`src/dmsr_pkg.sv`:
```
// Register numbers, field positions and widths of the drive monitor register bank
package dmsr_pkg;

   // Data and address widths, terminal and output counts
   localparam int unsigned DMSR_DATA_W = 16;
   localparam int unsigned DMSR_ADDR_W = 16;
   localparam int unsigned DMSR_TERM_N = 12;
   localparam int unsigned DMSR_OUTS_N = 5;

   // Register numbers
   localparam logic [15:0] DMSR_REG_TERMINAL_INPUT_SNAPSHOT = 16'h002B;
   localparam logic [15:0] DMSR_REG_DRIVE_STATE_WORD        = 16'h002C;
   localparam logic [15:0] DMSR_REG_OUTPUT_CONTACT_STATE    = 16'h002D;
   localparam logic [15:0] DMSR_REG_DC_BUS_VOLTAGE_MONITOR  = 16'h0031;
   localparam logic [15:0] DMSR_REG_TORQUE_MONITOR_VALUE    = 16'h0032;
   localparam logic [15:0] DMSR_REG_OUTPUT_POWER_MONITOR    = 16'h0033;
   localparam logic [15:0] DMSR_REG_PID_FEEDBACK_VALUE      = 16'h0038;
   localparam logic [15:0] DMSR_REG_SIGNED_PID_QUANTITY_A   = 16'h0039;
   localparam logic [15:0] DMSR_REG_SIGNED_PID_QUANTITY_B   = 16'h003A;
   localparam logic [15:0] DMSR_REG_CPU_FIRMWARE_NUMBER     = 16'h003B;
   localparam logic [15:0] DMSR_REG_FLASH_FIRMWARE_NUMBER   = 16'h003C;
   localparam logic [15:0] DMSR_REG_LINK_ERROR_FLAGS        = 16'h003D;
   localparam logic [15:0] DMSR_REG_POWER_RATING_SETTING    = 16'h003E;
   localparam logic [15:0] DMSR_REG_CONTROL_METHOD_CODE     = 16'h003F;

   // Drive state word bit positions
   localparam int unsigned DMSR_ST_RUNNING      = 0;
   localparam int unsigned DMSR_ST_ZERO_SPEED   = 1;
   localparam int unsigned DMSR_ST_FREQ_MATCH   = 2;
   localparam int unsigned DMSR_ST_USER_MATCH   = 3;
   localparam int unsigned DMSR_ST_FREQ_DET1    = 4;
   localparam int unsigned DMSR_ST_FREQ_DET2    = 5;
   localparam int unsigned DMSR_ST_STARTUP_DONE = 6;
   localparam int unsigned DMSR_ST_LOW_VOLTAGE  = 7;
   localparam int unsigned DMSR_ST_BLOCKED      = 8;
   localparam int unsigned DMSR_ST_FREF_NOTLINK = 9;
   localparam int unsigned DMSR_ST_RUN_NOTLINK  = 10;
   localparam int unsigned DMSR_ST_OVERTORQUE   = 11;
   localparam int unsigned DMSR_ST_FREF_LOST    = 12;
   localparam int unsigned DMSR_ST_RETRYING     = 13;
   localparam int unsigned DMSR_ST_ANY_FAULT    = 14;
   localparam int unsigned DMSR_ST_LINK_TIMEOUT = 15;

   // Link error flag bit positions
   localparam int unsigned DMSR_ERR_CRC     = 0;
   localparam int unsigned DMSR_ERR_LENGTH  = 1;
   localparam int unsigned DMSR_ERR_PARITY  = 3;
   localparam int unsigned DMSR_ERR_OVERRUN = 4;
   localparam int unsigned DMSR_ERR_FRAMING = 5;
   localparam int unsigned DMSR_ERR_TIMEOUT = 6;

   // Implemented link error flags, other bits read zero
   localparam logic [15:0] DMSR_ERR_IMPL_MASK = 16'h007B;

   // Reset values
   localparam logic [15:0] DMSR_WORD_RESET = 16'h0000;

endpackage : dmsr_pkg

```
`src/dmsr_sync.sv`:
```
// Two flip-flop synchroniser for asynchronous level inputs
`timescale 1ns/1ns
module dmsr_sync #(
   parameter int unsigned WIDTH = 1
) (
   // Clock and reset
   input  wire logic             mclk,
   input  wire logic             rstn,
   // Asynchronous input and synchronised output
   input  wire logic [WIDTH-1:0] async_in,
   output logic      [WIDTH-1:0] sync_out
);

   logic [WIDTH-1:0] stage_one;
   logic [WIDTH-1:0] next_stage_one;
   logic [WIDTH-1:0] next_sync_out;

   // Next values of both stages
   always_comb begin
      next_stage_one = async_in;
      next_sync_out  = stage_one;
   end

   // Stage registers, first stage read only by the second
   always_ff @(posedge mclk or negedge rstn) begin
      if (!rstn) begin
         stage_one <= '0;
         sync_out  <= '0;
      end else begin
         stage_one <= next_stage_one;
         sync_out  <= next_sync_out;
      end
   end

endmodule : dmsr_sync

```
`src/dmsr_monitor_bank.sv`:
```
// Read-only monitor register bank of the drive serial slave interface
//
// Operation
// Terminal inputs 1 to 12 in bits 0-B
// Bits 0-3: running, zero speed, matches
// Bits 4-5 frequency detection, bit 6 startup
// Bit 7 low voltage, bit 8 blocked
// Bit 9 zero when reference from link
// Bit A zero when run from link
// Bit B overtorque, bit C reference lost
// Bit D set while retrying after fault
// Bit E any fault, including link timeout
// Bit F set on link timeout
// Relays bits 0-2, photocouplers bits 3-4
// Link error flags latch until fault reset
// Fault reset clears flags even while running
// Bus voltage, torque, power at 0031H onward
// PID feedback unsigned, ten counts per percent
// 0039H and 003AH signed, ten per percent
// Writes never alter monitor registers
// Unused bits and numbers read zero
`timescale 1ns/1ns
module dmsr_monitor_bank
   import dmsr_pkg::*;
(
   // Clock and reset
   input  wire logic        mclk,
   input  wire logic        rstn,
   // Register access from the serial slave
   input  wire logic        reg_rd_en,
   input  wire logic        reg_wr_en,
   input  wire logic [15:0] reg_addr,
   input  wire logic [15:0] reg_wdata,
   output logic      [15:0] reg_rdata,
   output logic             reg_rd_valid,
   output logic             reg_wr_refused,
   // Control terminal pins, asynchronous
   input  wire logic [11:0] control_inputs,
   // Output contact states, drive logic
   input  wire logic        relay_output_one,
   input  wire logic        relay_output_two,
   input  wire logic        relay_output_three,
   input  wire logic        photocoupler_output_three,
   input  wire logic        photocoupler_output_four,
   // Drive state levels, drive logic
   input  wire logic        drive_running,
   input  wire logic        zero_speed,
   input  wire logic        freq_matched,
   input  wire logic        user_speed_matched,
   input  wire logic        freq_detect_one,
   input  wire logic        freq_detect_two,
   input  wire logic        startup_done,
   input  wire logic        low_voltage,
   input  wire logic        output_blocked,
   input  wire logic        freq_ref_from_link,
   input  wire logic        run_cmd_from_link,
   input  wire logic        overtorque,
   input  wire logic        freq_ref_lost,
   input  wire logic        fault_retrying,
   input  wire logic        fault_present,
   input  wire logic        link_timed_out,
   // Monitor quantities, drive logic
   input  wire logic [15:0] dc_bus_voltage,
   input  wire logic [15:0] torque_value,
   input  wire logic [15:0] output_power,
   input  wire logic [15:0] pid_feedback,
   input  wire logic [15:0] pid_signed_a,
   input  wire logic [15:0] pid_signed_b,
   input  wire logic [15:0] cpu_firmware,
   input  wire logic [15:0] flash_firmware,
   input  wire logic [15:0] power_rating,
   input  wire logic [15:0] control_method,
   // Link error events, one-cycle pulses
   input  wire logic        evt_crc_error,
   input  wire logic        evt_length_error,
   input  wire logic        evt_parity_error,
   input  wire logic        evt_overrun_error,
   input  wire logic        evt_framing_error,
   input  wire logic        evt_timeout_error,
   // Fault reset, one-cycle pulse
   input  wire logic        fault_reset
);

   // Synchronised pins and held status words
   logic [11:0] terminals_sync;
   logic [15:0] terminal_input_snapshot;
   logic [15:0] drive_state_word;
   logic [15:0] output_contact_state;
   logic [15:0] link_error_flags;
   // Next values of the held words
   logic [15:0] next_terminal_input_snapshot;
   logic [15:0] next_drive_state_word;
   logic [15:0] next_output_contact_state;
   logic [15:0] next_link_error_flags;
   // Error events at their flag positions
   logic [15:0] error_events;
   // Next read answer
   logic [15:0] next_reg_rdata;
   logic        next_reg_rd_valid;
   logic        next_reg_wr_refused;

   // Terminal pins cross into the clock domain
   dmsr_sync #(
      .WIDTH    (DMSR_TERM_N)
   ) u_term_sync (
      .mclk     (mclk),
      .rstn     (rstn),
      .async_in (control_inputs),
      .sync_out (terminals_sync)
   );

   // Terminal snapshot, upper bits zero
   always_comb begin
      next_terminal_input_snapshot = DMSR_WORD_RESET;
      next_terminal_input_snapshot[DMSR_TERM_N-1:0] = terminals_sync;
   end

   // Drive state word assembly
   always_comb begin
      next_drive_state_word = DMSR_WORD_RESET;
      next_drive_state_word[DMSR_ST_RUNNING]      = drive_running;
      next_drive_state_word[DMSR_ST_ZERO_SPEED]   = zero_speed;
      next_drive_state_word[DMSR_ST_FREQ_MATCH]   = freq_matched;
      next_drive_state_word[DMSR_ST_USER_MATCH]   = user_speed_matched;
      next_drive_state_word[DMSR_ST_FREQ_DET1]    = freq_detect_one;
      next_drive_state_word[DMSR_ST_FREQ_DET2]    = freq_detect_two;
      next_drive_state_word[DMSR_ST_STARTUP_DONE] = startup_done;
      next_drive_state_word[DMSR_ST_LOW_VOLTAGE]  = low_voltage;
      next_drive_state_word[DMSR_ST_BLOCKED]      = output_blocked;
      next_drive_state_word[DMSR_ST_FREF_NOTLINK] = ~freq_ref_from_link;
      next_drive_state_word[DMSR_ST_RUN_NOTLINK]  = ~run_cmd_from_link;
      next_drive_state_word[DMSR_ST_OVERTORQUE]   = overtorque;
      next_drive_state_word[DMSR_ST_FREF_LOST]    = freq_ref_lost;
      next_drive_state_word[DMSR_ST_RETRYING]     = fault_retrying;
      // Summary fault includes the link timeout
      next_drive_state_word[DMSR_ST_ANY_FAULT]    = fault_present | link_timed_out;
      next_drive_state_word[DMSR_ST_LINK_TIMEOUT] = link_timed_out;
   end

   // Contact and photocoupler states, bits 5 up zero
   always_comb begin
      next_output_contact_state    = DMSR_WORD_RESET;
      next_output_contact_state[0] = relay_output_one;
      next_output_contact_state[1] = relay_output_two;
      next_output_contact_state[2] = relay_output_three;
      next_output_contact_state[3] = photocoupler_output_three;
      next_output_contact_state[4] = photocoupler_output_four;
   end

   // Error events gathered at their flag positions
   always_comb begin
      error_events                   = DMSR_WORD_RESET;
      error_events[DMSR_ERR_CRC]     = evt_crc_error;
      error_events[DMSR_ERR_LENGTH]  = evt_length_error;
      error_events[DMSR_ERR_PARITY]  = evt_parity_error;
      error_events[DMSR_ERR_OVERRUN] = evt_overrun_error;
      error_events[DMSR_ERR_FRAMING] = evt_framing_error;
      error_events[DMSR_ERR_TIMEOUT] = evt_timeout_error;
   end

   // Sticky flag per bit; a new event beats a fault reset
   generate
      for (genvar b = 0; b < DMSR_DATA_W; b++) begin : g_err_flag
         if (DMSR_ERR_IMPL_MASK[b]) begin : g_impl
            always_comb begin
               if (error_events[b]) begin
                  next_link_error_flags[b] = 1'b1;
               end else if (fault_reset) begin
                  next_link_error_flags[b] = 1'b0;
               end else begin
                  next_link_error_flags[b] = link_error_flags[b];
               end
            end
         end else begin : g_unused
            // No event source, bit stays zero
            always_comb begin
               next_link_error_flags[b] = 1'b0;
            end
         end
      end
   endgenerate

   // Read multiplexer over the monitor range
   always_comb begin
      next_reg_rdata      = reg_rdata;
      next_reg_rd_valid   = 1'b0;
      next_reg_wr_refused = 1'b0;
      if (reg_rd_en) begin
         next_reg_rd_valid = 1'b1;
         case (reg_addr)
            DMSR_REG_TERMINAL_INPUT_SNAPSHOT: begin
               // Terminal pins, upper four bits zero
               next_reg_rdata = terminal_input_snapshot;
            end
            DMSR_REG_DRIVE_STATE_WORD: begin
               // Drive state word, registered once
               next_reg_rdata = drive_state_word;
            end
            DMSR_REG_OUTPUT_CONTACT_STATE: begin
               // Contact and photocoupler states
               next_reg_rdata = output_contact_state;
            end
            DMSR_REG_DC_BUS_VOLTAGE_MONITOR: begin
               // Bus voltage, sampled at the read edge
               next_reg_rdata = dc_bus_voltage;
            end
            DMSR_REG_TORQUE_MONITOR_VALUE: begin
               // Torque monitor word
               next_reg_rdata = torque_value;
            end
            DMSR_REG_OUTPUT_POWER_MONITOR: begin
               // Output power word
               next_reg_rdata = output_power;
            end
            DMSR_REG_PID_FEEDBACK_VALUE: begin
               // Unsigned, ten counts per percent of max frequency
               next_reg_rdata = pid_feedback;
            end
            DMSR_REG_SIGNED_PID_QUANTITY_A: begin
               // Two's complement, ten counts per percent
               next_reg_rdata = pid_signed_a;
            end
            DMSR_REG_SIGNED_PID_QUANTITY_B: begin
               // Second signed quantity, same scaling
               next_reg_rdata = pid_signed_b;
            end
            DMSR_REG_CPU_FIRMWARE_NUMBER: begin
               // Processor firmware number, raw
               next_reg_rdata = cpu_firmware;
            end
            DMSR_REG_FLASH_FIRMWARE_NUMBER: begin
               // Flash firmware number, raw
               next_reg_rdata = flash_firmware;
            end
            DMSR_REG_LINK_ERROR_FLAGS: begin
               // Sticky link error flags
               next_reg_rdata = link_error_flags;
            end
            DMSR_REG_POWER_RATING_SETTING: begin
               // Power rating, raw
               next_reg_rdata = power_rating;
            end
            DMSR_REG_CONTROL_METHOD_CODE: begin
               // Control method code, raw
               next_reg_rdata = control_method;
            end
            default: begin
               // Spare numbers read zero
               next_reg_rdata = DMSR_WORD_RESET;
            end
         endcase
      end else if (reg_wr_en) begin
         // Writes are flagged and otherwise dropped
         next_reg_wr_refused = 1'b1;
      end
   end

   // Snapshot and flag registers; no write path reaches them
   always_ff @(posedge mclk or negedge rstn) begin
      if (!rstn) begin
         terminal_input_snapshot <= DMSR_WORD_RESET;
         drive_state_word        <= DMSR_WORD_RESET;
         output_contact_state    <= DMSR_WORD_RESET;
         link_error_flags        <= DMSR_WORD_RESET;
      end else begin
         terminal_input_snapshot <= next_terminal_input_snapshot;
         drive_state_word        <= next_drive_state_word;
         output_contact_state    <= next_output_contact_state;
         link_error_flags        <= next_link_error_flags;
      end
   end

   // Read answer registers
   always_ff @(posedge mclk or negedge rstn) begin
      if (!rstn) begin
         reg_rdata      <= DMSR_WORD_RESET;
         reg_rd_valid   <= 1'b0;
         reg_wr_refused <= 1'b0;
      end else begin
         reg_rdata      <= next_reg_rdata;
         reg_rd_valid   <= next_reg_rd_valid;
         reg_wr_refused <= next_reg_wr_refused;
      end
   end

endmodule : dmsr_monitor_bank

```
`config.mk`:
```
export PLATFORM = sky130hd
export DESIGN_NAME = dmsr_monitor_bank
export DESIGN_NICKNAME = d
export VERILOG_FILES = /design/src/dmsr_pkg.sv /design/src/dmsr_sync.sv /design/src/dmsr_monitor_bank.sv
export SDC_FILE = /design/constraint.sdc
export NUM_CORES = 1
export LEC_CHECK = 0
export ABC_AREA = 1
export BUFFER_PORTS_ARGS = -buffer_cell sky130_fd_sc_hd__buf_2
export CORE_MARGIN = 3
export CORE_UTILIZATION = 40
export CTS_BUF_LIST = sky130_fd_sc_hd__clkbuf_16
export CTS_CLUSTER_SIZE = 40
export DETAILED_ROUTE_END_ITERATION = 10
export PLACE_DENSITY = 0.76
export SYNTH_ARGS = -nofsm -noshare
export SYNTH_HDL_FRONTEND = slang
export SYNTH_SLANG_ARGS = --single-unit
```
`constraint.sdc`:
```
create_clock -name mclk -period 2.5 [get_ports mclk]
set_input_delay 0.375 -clock mclk [delete_from_list [all_inputs] [get_ports mclk]]
set_output_delay 0.375 -clock mclk [all_outputs]
set_load 0.02 [all_outputs]
```
### Word level (Yosys, flattened, before mapping)

Index checks and enable logic that the tools add are counted.

* register bits after elaboration: 81
* output and inout port bits: 18
* word-level logic and storage cells: 48

* equal/unequal tests: 14
* multiplexer cells: 11
* bitwise operators: 3
* reductions and logical operators: 6

Operator list (number)
* 16-bit by 6-bit equality test with 1-bit output (second input constant): 14
* 16-bit one-hot mux with 14 select lines: 1
* 2-bit nonzero test: 6
* 1-bit 2-to-1 mux: 10
* 1-bit NOT: 2
* 1-bit OR: 1

### Depth between registers and ports, before layout

* word-level depth: 2
* mapped depth: 14
* depth with buffers taken out: 12

### By module

A second synthesis with hierarchy kept.

* cell total of the unflattened synthesis: 612
* area total of the unflattened synthesis: 4451.8 um2

By module, submodules not included
* dmsr_monitor_bank: instances 1, cells an instance 588, area each 3851.2 um2, sequential area each 1426.4 um2
* dmsr_sync: instances 1, cells an instance 24, area each 600.6 um2, sequential area each 600.6 um2

### Worst setup path before layout

Ideal clock, no wire load.

* kind: input port to flip-flop
* start point: input port reg_addr[4]
* end point: register reg_rdata[1]
* setup time: 0.120 ns
* arrival time: 1.351 ns
* required time: 2.380 ns
* slack: 1.028 ns
* stages: 12
* cell sequence: nand2_1 -> inv_2 -> nand2_4 -> buf_12 -> nor2_2 -> buf_4 -> nand3_1 -> nand2_1 -> nor2_1 -> nand2_1 -> o21ai_1 -> nand2_1

* word-level cells in the longest chain between the ends: 2
* elaborated cells between the ends (all ways): 15

RTL lines
* from (decl): RTL line dmsr_monitor_bank.sv:32 `input wire logic [15:0] reg_addr,`
* 16-bit by 6-bit equality test with 1-bit output: RTL line dmsr_monitor_bank.sv:190 `case (reg_addr)`
* 16-bit one-hot mux with 14 select lines (*): RTL line dmsr_monitor_bank.sv:190
* to (signal assigned): RTL line dmsr_monitor_bank.sv:280 `reg_rdata <= next_reg_rdata;`
* to (decl): RTL line dmsr_monitor_bank.sv:34 `output logic [15:0] reg_rdata,`

Every way passes the cells marked *; elsewhere a longest branch is shown, timed or not.
A chain may end at the register's enable or synchronous reset.

### Worst setup path after layout

* start point: input port reg_addr[15]
* end point: register reg_rdata[9]

The elaborated chain is that of the path after synthesis.

==> impl_summary.md <==
Global route
The number of antenna violations at the first check in global routing came to 0. The first global-routing pass estimated 23300 µm of wire. The maximum number of pins on one net before global-route repair is 82. The global route total overflow is 0. The routing usage on met2 is 38.6%. The number of global-route vias before repair came to 4426.

The layer with the highest usage after global routing is met2. In the global route stage, met1 resource usage came out at 33.0%. The global-route met3 utilization is 5.05%.

Global routing used 24.0% of the available tracks.

Drt
Dividing the detail-routed wire length by the instance count gives 15.8 µm. Once detail routing completed, the nets flagged for antenna violations numbered 0. The pre-antenna-repair detailed-routing pass consisted of 7 iterations. For this run, design rule violations remaining after detail routing come to 0.

The total via count in the routed design is 4831. The number of violations reported at the end of detailed-routing iteration 0 is 360. Wires add up to 15500 µm. Dividing the detail-routed via count by the number of cells gives 4.90.

Clock tree
TritonCTS built the clock tree. Buffers inserted to repair hold after CTS numbered 0. No sink is reached through more buffers than the 2 on the longest clock path. The post-CTS setup buffer count is 0. The clock insertion delay at the later pin of the skew report is 330 ps. After clock tree synthesis, the clock-pin slew on the worst setup and hold paths is 60 ps.

Once the clock tree was built, the resizer swapped 0 gates to a different size. Counting the buffers created by CTS gives 9. The clock tree synthesis step divided the H-tree into 3 levels.

The cell at the root of the clock tree is clkbuf_16. The TritonCTS sink count is 81.

Timing
The clock period minus final worst setup slack is 1740 ps. The share of the cycle needed by the critical path after routing is 69.6%. The max-slew violation count was 0. In this run the tightest slew margin relative to its limit is 59.1%. The setup skew after layout is 5.78 ps. The maximum clock frequency is 0.575 GHz. Setup repair after global routing left no endpoint under its margin. Adding up every negative setup slack in the final design gives 0 ps. For the pin with the worst max-slew slack, the measured transition is 613 ps. Setup violations remaining at the end of the flow were counted as 0. The final count of hold timing violations is 0.

Floorplan
The number of I/O pins is 254. The die outline width is 111 µm. The area of the core region is 10600 µm². The area of the die is 12400 µm². The number of placement rows is 37. For this configuration, the core starts out at a cell density of 42.2%. The height of the chip is 111 µm.

Worst setup path
The arrival time of data at the critical path endpoint is 2000 ps. In this run the worst path has a maximum fanout of 51. STA classifies the critical path endpoint as a flip-flop. The kind of critical path is input pin to flip-flop. The worst setup path is launched from an input pin.

STA puts the critical path data required time at 2760 ps.

Placed design
The number of buffers inserted by port buffering is 237. The wire-length estimate of the detail-placed layout is 12000 µm. At the end of routability-driven placement, the weighted congestion stood at 0.991.

Hold path
The min-delay analysis places its worst path in the category input pin to asynchronous set/reset pin.

Cells and area
The ratio of cells with drive above 1 in the final layout is 33.8%. The layout overhead on the synthesized area is 35.7%. The repair_antennas step left the layout with diodes totalling 0. The final core utilization is 57.2%. For this run, the post-layout net count is 1080. Leaving out fill and tap cells, the most frequent cells in the layout are nand2_1, buf_2, nand3_1, dfrtp_1, nor2_1.

Synth
The synthesized net count is 848. The synthesized design contains 81 register bits. The number of warnings issued by yosys is 0. The post-synthesis instance total is 612. The mapped netlist covers 4450 µm². After synthesis, the mean cell area works out to 7.27 µm². The fraction of the yosys area taken by sequential cells is 45.5%. The number of distinct library cells after synthesis is 21.

Pwr
The ratio of total power to cell area is 493 nW/µm². For this design the static power due to leakage is 3.60 nW. IR analysis of the VDD net gives a maximum drop of 531 µV.

Run
Across the run, the number of max-cap violations was 0.

Outcome
The flow ran to the end, and the final reports show no timing, DRC or antenna violations.
## area by class of cell
class / instances / area [µm²]
clock buffers: 9 / 225
clock inverters: 7 / 80.1
fillers: 1027 / 4520
inverters: 40 / 150
multi-input cells: 467 / 2100
flip-flops and latches: 81 / 2030
well taps: 136 / 170
repair buffers: 245 / 1290
## synthesized netlist by cell type
library cell	n	area share, %
o21ai_0	10	1.1
nand2_2	4	0.56
nand2_1	236	20
nor2_4	7	1.8
nor2_8	4	1.8
o21ai_1	3	0.34
nor2_2	3	0.42
buf_12	1	0.45
nor2_1	64	5.4
nand3_1	125	14
and2_1	3	0.42
or2_2	1	0.14
inv_1	33	2.8
nand2_4	1	0.25
inv_2	7	0.59
clkbuf_1	1	0.084
buf_6	2	0.51
o21bai_1	6	1.0
buf_4	11	1.9
buf_2	9	1.0
dfrtp_1	81	46
## kinds of logic after synthesis
family,share of synthesized area (%)
flip-flops,45.5
buffers and inverters,7.28
AO/OA/AOI/OAI,2.47
AND/OR/NAND/NOR,44.7
## state kept, by name, summed over array words and instances, names as in the netlist
| register | flops |
|---|---|
| reg_wr_refused | 1 |
| u_term_sync.sync_out | 12 |
| drive_state_word | 16 |
| output_contact_state | 5 |
| terminal_input_snapshot | 12 |
| reg_rdata | 16 |
| link_error_flags | 6 |
| u_term_sync.next_sync_out | 12 |
| reg_rd_valid | 1 |
## layer usage
layer	share of wire (%)	wire, µm	vias to the layer above
met1	43	6710	2225
met4	1.7	270	0
met3	7.0	1080	20
li1	-	-	2389
met2	48	7460	197
met5	0	0	-
## where the power goes
| group | internal (W) | switching (W) |
|---|---|---|
| clock network | 0.000786 | 0.000550 |
| logic | 0.000137 | 0.000124 |
| registers | 0.00136 | 0.0000146 |
## worst paths after layout
check,startpoint,endpoint,cells past startpoint,slack (ps)
worst max-delay path,reg_addr[15],reg_rdata[9],13,760
worst max register to register,link_error_flags[6],reg_rdata[6],6,1390
worst min-delay path,rstn,u_term_sync.next_sync_out[11],2,50
worst min register to register,u_term_sync.next_sync_out[4],u_term_sync.sync_out[4],0,350
max in group asynchronous,rstn,terminal_input_snapshot[4],2,2100
min in group mclk,control_inputs[0],u_term_sync.next_sync_out[0],1,150
## worst max-delay path, cell delays in order
cell	delay [ps]
buf_2	90
nor2_1	90
nand2_1	90
nor2_4	280
buf_12	260
nand2_2	110
inv_1	220
nand2_1	110
nand2_1	110
nor2_1	50
nand3_1	60
nand2_1	50
nand2_1	60
## stage by stage
stage | setup WS, ps | power, W | hold WS (ps) | cell area (µm²) | std cells
floorplan | 1030 | 0.00145 | 79.4 | 4450 | 612
global placement | 453 | 0.00166 | 331 | 5730 | 969
detailed placement | 444 | 0.00167 | 335 | 5730 | 969
CTS | 769 | 0.00300 | 79.3 | 6040 | 985
global route | 615 | 0.00309 | 83.6 | 6040 | 985
finish | 760 | 0.00298 | 48.3 | 6040 | 985
(Power assumes the default switching activity.)
